<file path="src/pkg/ts_regs_cfg.svh">
`ifndef TS_REGS_CFG_SVH
`define TS_REGS_CFG_SVH
`define OFS_IRQ_STATUS 8'h00
`define OFS_IRQ_STATUS_CLEAR 8'h04
`define OFS_IRQ_ENABLE 8'h08
`define OFS_DEBUG_SUSPEND_CONTROL 8'h0C
`define OFS_TX_PACKET_GAP 8'h10
`define OFS_ASSOC_TABLE_SENSE_CFG 8'h14
`define OFS_STREAM_MODE 8'h18
`define BIT_BOUNDARY 0
`define BIT_PAT_DETECT 2
`define BIT_FREE_RUN 0
`define BIT_SOFT_STOP 1
`define BIT_SENSE_EN 16
`define BIT_MODE_ASYNC 0
`define BIT_MODE_PARALLEL 1
`define SERIAL_CLK_PER_BYTE 11'h008
`define PARALLEL_CLK_PER_BYTE 11'h001
`define AXI_OKAY 2'h0
`define AXI_SLVERR 2'h2
`endif

</file>
<file path="src/pkg/ts_regs_pkg.sv">
package ts_regs_pkg;
  typedef enum logic [1:0] {ST_RUN, ST_GAP, ST_HALT} tx_state_t;
  typedef struct packed {
    logic [7:0] seq;
    logic cni;
    logic pusi;
    logic [4:0] version;
    logic [15:0] program_number;
  } pat_info_t;
  typedef struct packed {
    logic aw_got;
    logic w_got;
    logic [7:0] aw_addr;
    logic [31:0] w_data;
    logic bvalid;
    logic [1:0] bresp;
    logic rvalid;
    logic [31:0] rdata;
    logic [1:0] rresp;
    logic [2:0] status;
    logic [2:0] irq_en;
    logic free_run;
    logic [7:0] gap_bytes;
    logic sense_en;
    logic [15:0] prog_num;
    logic [4:0] last_version;
    logic version_valid;
    logic async_mode;
    logic parallel_mode;
    tx_state_t state;
    logic [10:0] gap_cnt;
  } regs_state_t;
endpackage : ts_regs_pkg

</file>
<file path="src/ts_emu_txwait_pat_sense_regs.sv">
`timescale 1ns/10ps
`include "ts_regs_cfg.svh"
// Operation
// - status clear bit 0 drops boundary flag
// - soft stop bit reads one, ignores writes
// - free run ignores suspend input
// - free run zero obeys soft stop
// - eight bit gap byte count
// - gap only in asynchronous transmit
// - serial gap is bytes times eight
// - parallel gap is bytes times one
// - sense enable bit sixteen gates filter
// - new PAT version sets status bit two
// - program number readable for debug
module ts_emu_txwait_pat_sense_regs import ts_regs_pkg::*; (
  // clock and reset
  input wire logic CLOCK,
  input wire logic RST_N,
  // axi4-lite write address and data
  input wire logic [7:0] AWADDR,
  input wire logic AWVALID,
  output logic AWREADY,
  input wire logic [31:0] WDATA,
  input wire logic [3:0] WSTRB,
  input wire logic WVALID,
  output logic WREADY,
  output logic [1:0] BRESP,
  output logic BVALID,
  input wire logic BREADY,
  // axi4-lite read
  input wire logic [7:0] ARADDR,
  input wire logic ARVALID,
  output logic ARREADY,
  output logic [31:0] RDATA,
  output logic [1:0] RRESP,
  output logic RVALID,
  input wire logic RREADY,
  // stream side events and status
  input wire logic BOUNDARY_EVENT,
  input wire logic PAT_VALID,
  input wire pat_info_t PAT_INFO,
  input wire logic PKT_END,
  input wire logic EMU_SUSPEND,
  output logic TX_HOLD,
  output logic HALTED,
  output logic IRQ,
  output logic PAT_IRQ_PULSE
);

  // unmapped offsets answer slverr and change nothing
  function automatic logic known_addr(input logic [7:0] a);
    known_addr = (a == `OFS_IRQ_STATUS) || (a == `OFS_IRQ_STATUS_CLEAR) || (a == `OFS_IRQ_ENABLE) ||
                 (a == `OFS_DEBUG_SUSPEND_CONTROL) || (a == `OFS_TX_PACKET_GAP) ||
                 (a == `OFS_ASSOC_TABLE_SENSE_CFG) || (a == `OFS_STREAM_MODE);
  endfunction : known_addr

  regs_state_t st_ff;
  regs_state_t nxt_st;
  logic wr_fire;
  logic rd_fire;
  logic pat_hit;
  logic [2:0] clr_bits;
  logic [2:0] set_bits;
  logic suspend_req;
  logic [31:0] rd_val;
  logic [10:0] gap_len;
  logic [7:0] wr_addr;
  logic [31:0] wr_data;

  // ----------------------------------------
  // bus handshakes
  // ----------------------------------------
  assign AWREADY = !st_ff.aw_got && !st_ff.bvalid;
  assign WREADY = !st_ff.w_got && !st_ff.bvalid;
  assign ARREADY = !st_ff.rvalid;
  assign BVALID = st_ff.bvalid;
  assign BRESP = st_ff.bresp;
  assign RVALID = st_ff.rvalid;
  assign RDATA = st_ff.rdata;
  assign RRESP = st_ff.rresp;
  assign wr_fire = (st_ff.aw_got || (AWVALID && AWREADY)) && (st_ff.w_got || (WVALID && WREADY));
  assign rd_fire = ARVALID && ARREADY;
  // a half taken earlier is replayed from the holding flops
  assign wr_addr = st_ff.aw_got ? st_ff.aw_addr : AWADDR;
  assign wr_data = st_ff.w_got ? st_ff.w_data : WDATA;

  // ----------------------------------------
  // events and derived controls
  // ----------------------------------------
  // version compare needs one prior table; the first seen counts as changed
  assign pat_hit = st_ff.sense_en && PAT_VALID && PAT_INFO.cni && PAT_INFO.pusi &&
                   (!st_ff.version_valid || PAT_INFO.version != st_ff.last_version);
  assign set_bits = {pat_hit, 1'b0, BOUNDARY_EVENT};
  assign suspend_req = EMU_SUSPEND && !st_ff.free_run;
  // parallel moves a byte per clock, serial a bit per clock
  assign gap_len = st_ff.parallel_mode ? {3'h0, st_ff.gap_bytes} * `PARALLEL_CLK_PER_BYTE
                                       : {3'h0, st_ff.gap_bytes} * `SERIAL_CLK_PER_BYTE;
  assign TX_HOLD = st_ff.state != ST_RUN;
  assign HALTED = st_ff.state == ST_HALT;
  // level output; software clears status or its enable bit to drop it
  assign IRQ = |(st_ff.status & st_ff.irq_en);
  assign PAT_IRQ_PULSE = pat_hit;

  always_comb begin
    rd_val = 32'h0000_0000;
    case (ARADDR)
      `OFS_IRQ_STATUS: rd_val = {29'h0, st_ff.status};
      `OFS_IRQ_ENABLE: rd_val = {29'h0, st_ff.irq_en};
      `OFS_DEBUG_SUSPEND_CONTROL: rd_val = {30'h0, 1'b1, st_ff.free_run};
      `OFS_TX_PACKET_GAP: rd_val = {24'h0, st_ff.gap_bytes};
      `OFS_ASSOC_TABLE_SENSE_CFG: rd_val = {15'h0, st_ff.sense_en, st_ff.prog_num};
      `OFS_STREAM_MODE: rd_val = {30'h0, st_ff.parallel_mode, st_ff.async_mode};
      default: rd_val = 32'h0000_0000;
    endcase
  end

  // ----------------------------------------
  // next state
  // ----------------------------------------
  always_comb begin
    nxt_st = st_ff;
    clr_bits = 3'h0;
    if (AWVALID && AWREADY) begin
      nxt_st.aw_got = 1'b1;
      nxt_st.aw_addr = AWADDR;
    end
    if (WVALID && WREADY) begin
      nxt_st.w_got = 1'b1;
      nxt_st.w_data = WDATA;
    end
    if (wr_fire) begin
      nxt_st.aw_got = 1'b0;
      nxt_st.w_got = 1'b0;
      nxt_st.bvalid = 1'b1;
      nxt_st.bresp = known_addr(wr_addr) ? `AXI_OKAY : `AXI_SLVERR;
      case (wr_addr)
        `OFS_IRQ_STATUS_CLEAR: if (WSTRB[0] || st_ff.w_got) clr_bits = wr_data[2:0];
        `OFS_IRQ_ENABLE: nxt_st.irq_en = wr_data[2:0];
        `OFS_DEBUG_SUSPEND_CONTROL: nxt_st.free_run = wr_data[`BIT_FREE_RUN];
        `OFS_TX_PACKET_GAP: nxt_st.gap_bytes = wr_data[7:0];
        `OFS_ASSOC_TABLE_SENSE_CFG: nxt_st.sense_en = wr_data[`BIT_SENSE_EN];
        `OFS_STREAM_MODE: begin
          nxt_st.async_mode = wr_data[`BIT_MODE_ASYNC];
          nxt_st.parallel_mode = wr_data[`BIT_MODE_PARALLEL];
        end
        default: nxt_st.bresp = known_addr(wr_addr) ? `AXI_OKAY : `AXI_SLVERR;
      endcase
    end
    if (st_ff.bvalid && BREADY) nxt_st.bvalid = 1'b0;
    // read data registered so it stands until rready
    if (rd_fire) begin
      nxt_st.rvalid = 1'b1;
      nxt_st.rdata = rd_val;
      nxt_st.rresp = known_addr(ARADDR) ? `AXI_OKAY : `AXI_SLVERR;
    end else if (st_ff.rvalid && RREADY) begin
      nxt_st.rvalid = 1'b0;
    end
    // set wins over a clear in the same cycle
    nxt_st.status = (st_ff.status & ~clr_bits) | set_bits;
    if (pat_hit) begin
      nxt_st.last_version = PAT_INFO.version;
      nxt_st.version_valid = 1'b1;
      nxt_st.prog_num = PAT_INFO.program_number;
    end
    // gap counter is 11 bits: 255 bytes times 8 fits
    case (st_ff.state)
      ST_RUN: begin
        // stop only at a packet edge, never mid packet
        if (PKT_END && suspend_req) nxt_st.state = ST_HALT;
        else if (PKT_END && st_ff.async_mode && gap_len != 11'h000) begin
          nxt_st.state = ST_GAP;
          nxt_st.gap_cnt = gap_len - 11'h001;
        end
      end
      ST_GAP: begin
        if (st_ff.gap_cnt == 11'h000) nxt_st.state = suspend_req ? ST_HALT : ST_RUN;
        else nxt_st.gap_cnt = st_ff.gap_cnt - 11'h001;
      end
      ST_HALT: if (!suspend_req) nxt_st.state = ST_RUN;
      default: nxt_st.state = ST_RUN;
    endcase
  end

  always_ff @(posedge CLOCK or negedge RST_N) begin
    if (!RST_N) begin
      st_ff <= '0;
    end else begin
      st_ff <= nxt_st;
    end
  end

  // ----------------------------------------
  // assertions
  // ----------------------------------------
  property p_clear_boundary;
    @(posedge CLOCK) disable iff (!RST_N)
    (wr_fire && clr_bits[`BIT_BOUNDARY] && !BOUNDARY_EVENT) |=> !st_ff.status[`BIT_BOUNDARY];
  endproperty
  a_clear_boundary: assert property (p_clear_boundary) else $error("boundary flag not cleared");

  property p_soft_reads_one;
    @(posedge CLOCK) disable iff (!RST_N)
    (rd_fire && ARADDR == `OFS_DEBUG_SUSPEND_CONTROL) |=> st_ff.rdata[`BIT_SOFT_STOP] && st_ff.rdata[31:2] == 30'h0;
  endproperty
  a_soft_reads_one: assert property (p_soft_reads_one) else $error("soft stop bit not one");

  property p_halt_at_end;
    @(posedge CLOCK) disable iff (!RST_N)
    (st_ff.state == ST_RUN && !PKT_END) |=> st_ff.state != ST_HALT;
  endproperty
  a_halt_at_end: assert property (p_halt_at_end) else $error("halt mid packet");

  property p_free_run;
    @(posedge CLOCK) disable iff (!RST_N)
    st_ff.free_run && st_ff.state == ST_HALT |=> st_ff.state == ST_RUN;
  endproperty
  a_free_run: assert property (p_free_run) else $error("free run still halted");

  property p_suspend;
    @(posedge CLOCK) disable iff (!RST_N)
    (st_ff.state == ST_RUN && PKT_END && EMU_SUSPEND && !st_ff.free_run) |=> HALTED;
  endproperty
  a_suspend: assert property (p_suspend) else $error("suspend not honoured");

  property p_sync_no_gap;
    @(posedge CLOCK) disable iff (!RST_N)
    (st_ff.state == ST_RUN && !st_ff.async_mode && !suspend_req) |=> st_ff.state == ST_RUN;
  endproperty
  a_sync_no_gap: assert property (p_sync_no_gap) else $error("gap outside async mode");

  property p_serial_gap;
    @(posedge CLOCK) disable iff (!RST_N)
    (st_ff.state == ST_RUN && nxt_st.state == ST_GAP && !st_ff.parallel_mode)
      |=> st_ff.gap_cnt == {st_ff.gap_bytes, 3'h0} - 11'h001;
  endproperty
  a_serial_gap: assert property (p_serial_gap) else $error("serial gap length wrong");

  property p_parallel_gap;
    @(posedge CLOCK) disable iff (!RST_N)
    (st_ff.state == ST_RUN && nxt_st.state == ST_GAP && st_ff.parallel_mode)
      |=> st_ff.gap_cnt == {3'h0, st_ff.gap_bytes} - 11'h001;
  endproperty
  a_parallel_gap: assert property (p_parallel_gap) else $error("parallel gap length wrong");

  property p_pat_status;
    @(posedge CLOCK) disable iff (!RST_N)
    PAT_IRQ_PULSE |=> st_ff.status[`BIT_PAT_DETECT] && st_ff.last_version == $past(PAT_INFO.version);
  endproperty
  a_pat_status: assert property (p_pat_status) else $error("pat status not set");

  property p_sticky;
    @(posedge CLOCK) disable iff (!RST_N)
    (st_ff.status[`BIT_PAT_DETECT] && !(wr_fire && clr_bits[`BIT_PAT_DETECT])) |=> st_ff.status[`BIT_PAT_DETECT];
  endproperty
  a_sticky: assert property (p_sticky) else $error("pat status lost");

  property p_clear_zero;
    @(posedge CLOCK) disable iff (!RST_N)
    (wr_fire && wr_addr == `OFS_IRQ_STATUS_CLEAR && !wr_data[`BIT_BOUNDARY] && st_ff.status[`BIT_BOUNDARY])
      |=> st_ff.status[`BIT_BOUNDARY];
  endproperty
  a_clear_zero: assert property (p_clear_zero) else $error("boundary flag cleared by zero");

  property p_gap_field;
    @(posedge CLOCK) disable iff (!RST_N)
    (rd_fire && ARADDR == `OFS_TX_PACKET_GAP) |=> st_ff.rdata == {24'h000000, $past(st_ff.gap_bytes)};
  endproperty
  a_gap_field: assert property (p_gap_field) else $error("gap field readback wrong");

  property p_gap_refused;
    @(posedge CLOCK) disable iff (!RST_N)
    (st_ff.state == ST_RUN && PKT_END && !suspend_req && st_ff.gap_bytes == 8'h00) |=> st_ff.state == ST_RUN;
  endproperty
  a_gap_refused: assert property (p_gap_refused) else $error("gap inserted with zero count");

  property p_sense_off;
    @(posedge CLOCK) disable iff (!RST_N)
    (PAT_VALID && !st_ff.sense_en) |-> !PAT_IRQ_PULSE ##1 $stable(st_ff.prog_num);
  endproperty
  a_sense_off: assert property (p_sense_off) else $error("pat sensed while disabled");

  property p_prog_num;
    @(posedge CLOCK) disable iff (!RST_N)
    PAT_IRQ_PULSE |=> st_ff.prog_num == $past(PAT_INFO.program_number);
  endproperty
  a_prog_num: assert property (p_prog_num) else $error("program number not captured");

  property p_reserved_zero;
    @(posedge CLOCK) disable iff (!RST_N)
    (rd_fire && ARADDR == `OFS_ASSOC_TABLE_SENSE_CFG) |=> st_ff.rdata[31:17] == 15'h0000;
  endproperty
  a_reserved_zero: assert property (p_reserved_zero) else $error("reserved bits not zero");

  c_halt: cover property (@(posedge CLOCK) disable iff (!RST_N) HALTED);
  c_gap: cover property (@(posedge CLOCK) disable iff (!RST_N) st_ff.state == ST_GAP);
  c_pat: cover property (@(posedge CLOCK) disable iff (!RST_N) PAT_IRQ_PULSE);
  c_irq: cover property (@(posedge CLOCK) disable iff (!RST_N) IRQ);
  c_gap_halt: cover property (@(posedge CLOCK) disable iff (!RST_N) st_ff.state == ST_GAP && suspend_req);

endmodule : ts_emu_txwait_pat_sense_regs

</file>
<file path="config.mk">
export PLATFORM = sky130hd
export DESIGN_NAME = ts_emu_txwait_pat_sense_regs
export DESIGN_NICKNAME = d
export VERILOG_FILES = /design/src/pkg/ts_regs_pkg.sv /design/src/ts_emu_txwait_pat_sense_regs.sv
export VERILOG_INCLUDE_DIRS = /design/src /design/src/pkg
export SDC_FILE = /design/constraint.sdc
export NUM_CORES = 1
export LEC_CHECK = 0
export ABC_AREA = 1
export BUFFER_PORTS_ARGS = -buffer_cell sky130_fd_sc_hd__buf_2
export CAP_MARGIN = 20
export CORE_MARGIN = 1
export CORE_UTILIZATION = 35
export CTS_CLUSTER_SIZE = 40
export DETAILED_ROUTE_END_ITERATION = 8
export GPL_TIMING_DRIVEN = 0
export PLACE_DENSITY = 0.62
export SYNTH_ARGS = -nofsm -noshare
export SYNTH_HDL_FRONTEND = slang
export SYNTH_SLANG_ARGS = --single-unit
</file>
<file path="constraint.sdc">
create_clock -name CLOCK -period 3.65 [get_ports CLOCK]
set_clock_uncertainty 0.1 [all_clocks]
set_input_delay 0.73 -clock CLOCK [delete_from_list [all_inputs] [get_ports CLOCK]]
set_output_delay 0.73 -clock CLOCK [all_outputs]
set_load 0.1 [all_outputs]
</file>
==> summary.md <==
The initial antenna violation count came out at 0. Setup repair after global routing left no endpoint under its margin. The global-route congestion overflow total was 0; the first-pass GRT wire length was 19200 um.

The critical path in this run is classified as in -> out. The critical register-to-register path startpoint was st_ff[11]. Clock tree synthesis inserted a total of 9 buffers. The tools report the number of warnings reported in the yosys synthesis log as 0. The logs give 0.435 ns for the slack of the critical path and 43.8% for the headroom to the max-slew limit. Overall die area: 0.0151 sq mm. The flow ran to the end, and the final reports show no timing, DRC or antenna violations. The transition time at the pin with the least slew margin is 0.837 ns. In the final design database the tool counted 893 nets. The last weighted congestion value of the routability-driven placer came out at 0.857. STA classifies the critical path endpoint as an output port. After detailed routing, the average wire length per cell comes to 11.7 um. In this run the remaining antenna-violating nets after routing total 0.

On the critical path the largest part of the delay comes from buffers and inverters. The run gives 200 as the initial DRC count. The leakage component of the power is 3.38 nW, and the number of buffers added on ports is 87. Leaving out fill and tap cells, the most frequent cell in the layout is sky130_fd_sc_hd__nand2_1. The post-synthesis share of cell area spent on full adders, half adders and majority gates works out to 0.245%. The cell type of the slowest stage on the worst timing path is sky130_fd_sc_hd__buf_2.

The sequential share of the synthesized area is 45.6%, and the total power is 4.70 mW. After Yosys synthesis, and, or, nand and nor cells account for 30.8% of the synthesized area. The count of hold-fix buffers inserted at cts is 0. The tools report the first-pass detailed-route iteration total as 4. After detailed routing, the number of vias per cell comes to 4.51. The post-cts repair resize count is 0. The global routing stage identified its most utilized layer as met2. The repair_antennas step left the layout with diodes totalling 0.

Detailed placement finished with a half-perimeter wire length of 8710 um. Entering global routing, the biggest net connects 56 pins. The cell chosen for the clock root was sky130_fd_sc_hd__clkbuf_16. The final cell utilization of the core was 43.7%. The worst path uses 88.1% of the clock period. Max-cap violations in this run came to 0. The tools report the end of the worst register-to-register path as st_ff[10].

In this run the power density over the cells is 765 mW/mm^2. The library cells used most frequently in the layout, excluding fill and tap cells, are sky130_fd_sc_hd__nand2_1 (274), sky130_fd_sc_hd__dfrtp_1 (93), sky130_fd_sc_hd__buf_2 (93), sky130_fd_sc_hd__inv_1 (59), sky130_fd_sc_hd__nor2_1 (46). The final critical path time including I/O delays and setup was 3.21 ns.

Counting every sink on the clock net gives 93. In this run the vertical extent of the chip is 123 um. The fraction of layout instances using a drive strength above 1 is 22.7%, and the remaining routing DRC violations is 0. The boundary pin count was 139; the cell area after layout was 0.00614 sq mm. At the worst endpoint, the required time is 2.82 ns. Hold violation total from the final report: 0. Summed over all failing endpoints, the final setup total negative slack is 0 ns. The synthesized cell area came out at 0.00510 sq mm.

Global routing consumed, over all layers together, 16.6% of the routing resources. The worst-skew pair later-pin latency was 0.34 ns; the met1 routing resource usage after global routing was 22.6%. Buffers added to address setup during post-CTS repair amount to 0. Measured against the total synthesized area, the mux share comes to 3.38%. The core box area is 0.0140 sq mm, and the total routed wirelength is 11400 um. The tools report the number of cell rows as 43. Summing the areas of all xor and xnor instances in the mapped netlist gives 0.515% of the synthesized area. The critical path buffer and inverter count was 4; the area overhead of the layout relative to synthesis was 20.3%. By instance count, the cell type seen most on the critical path is sky130_fd_sc_hd__buf_2.

After clock tree synthesis, the clock-pin slew on the worst setup and hold paths is 0.06 ns. Once placement finished, the instance area stood at 0.00586 sq mm. The run gives 0 as the number of pins with negative max-slew slack in the final report. After synthesis, the largest family of logic cells by area is simple AND/OR/NAND/NOR gates.

Per-instance average area after synthesis: 7.47 sq um. TritonCTS built the clock tree. The layout has 1443 filler cells.

The synthesized netlist devotes 7.89% of its cell area to compound gates. CTS built an H-tree with a depth of 3. In this run the worst hold path is classified as in -> async. For this run, global-route usage on met3 was measured as 4.14%.

After synthesis, the netlist uses 33 different library cells. The worst register-to-register path has a setup slack of 1.54 ns. STA classifies the critical path startpoint as an input pin.

For this configuration, the core starts out at a cell density of 36.4%. The width of the die works out to 123 um. The worst reg-to-reg path cell count is 15, and the delay of the slowest critical-path stage is 0.46 ns.

The tools report the overall via count from detail_route as 4426. The run gives 26.2% as the fraction of met2 tracks used by global routing. Before CTS, the worst setup slack after placement is 0.435 ns.

For the maximum clock rate, the log shows 311 MHz. Data on the critical path arrives at its endpoint at 2.38 ns. Synthesis inferred 93 register bits. No sink is reached through more buffers than the 2 on the longest clock path. VDD sags by at most 0.731 mV.

Traced cell by cell, the critical path runs through buf_2, or2_2, nand4_1, nor2_1, nand2_1, nand2_1, clkinv_1, buf_2, buf_2. Number of global-route vias before repair: 4128. The count of final setup violators was 0; the maximum fanout along the worst path was 10. Synthesis produced a netlist whose cell count is 683.
-- metrics by stage --
step,cells,hold slack (ns)
after global placement,966,0.341
final,982,0.264
after CTS,982,0.285
after detailed placement,967,0.344
after floorplan,699,0.322
after global routing,982,0.297
-- area by class of cell --
class                      count  area, sq um  share of cell area, %
sequential                    93         2330                   37.9
clock inverter                 4         31.3                  0.509
multi-input combinational    491         2250                   36.7
clock buffer                  11          253                   4.12
tap                          180          225                   3.67
buffer                        52          350                   5.71
inverter                      63          236                   3.85
timing repair buffer          88          465                   7.58
-- flip-flops by register name, indices dropped and copies added, names as in the netlist --
name,cells
RDATA,17
st_ff,72
RRESP,1
BVALID,1
BRESP,1
RVALID,1
-- metal layers --
| layer | up-vias | wire (um) | part of all wire [%] |
|---|---|---|---|
| met4 | 0 | 129 | 1.1 |
| li1 | 2335 | - | - |
| met2 | 94 | 4940 | 43 |
| met1 | 1986 | 5850 | 51 |
| met3 | 11 | 526 | 4.6 |
| met5 | - | 0 | 0 |
-- logic make-up (layout without fill, tap and decap cells) --
logic type,Yosys count,after routing
simple gates,384,384
buf+inv,115,218
flops,93,93
compound gates,70,70
mux,16,16
xor+xnor,3,3
fa+ha+maj,1,1
other cells,1,17
-- Yosys cell counts, drive strengths merged --
| cell | count | area share, % |
|---|---|---|
| nand2 | 277 | 21 |
| mux2 | 10 | 2.2 |
| ha | 1 | 0.25 |
| o211ai | 3 | 0.44 |
| nand4 | 5 | 0.61 |
| clkbuf | 7 | 0.51 |
| o21bai | 1 | 0.15 |
| dfrtp | 93 | 46 |
| mux2i | 6 | 1.2 |
| xor2 | 2 | 0.34 |
| buf | 45 | 6.3 |
| conb | 1 | 0.073 |
| nor3 | 3 | 0.29 |
| xnor2 | 1 | 0.17 |
| a31oi | 2 | 0.25 |
| nand3 | 42 | 4.4 |
| or2 | 7 | 0.86 |
| inv | 61 | 4.5 |
| a21oi | 9 | 0.88 |
| o21ai | 54 | 6.0 |
| clkinv | 2 | 0.15 |
| o31ai | 1 | 0.15 |
| nor2 | 50 | 4.2 |
-- worst max-delay path by stage --
stage          cells past startpoint             to    startpoint
2_1_floorplan                      4     st_ff[126]        BVALID
3_3_place_gp                       9  PAT_IRQ_PULSE  PAT_INFO[18]
3_5_place_dp                       9  PAT_IRQ_PULSE  PAT_INFO[18]
4_1_cts                            9  PAT_IRQ_PULSE  PAT_INFO[18]
5_1_grt                            9  PAT_IRQ_PULSE  PAT_INFO[18]
6_report                           9  PAT_IRQ_PULSE  PAT_INFO[18]
-- report_power, final --
| group | leakage, nW | switching (mW) | internal, mW |
|---|---|---|---|
| sequential | 1.21 | 0.205 | 1.33 |
| clock | 0.130 | 0.401 | 0.498 |
| combinational | 2.04 | 1.56 | 0.702 |
(Power assumes the default switching activity.)
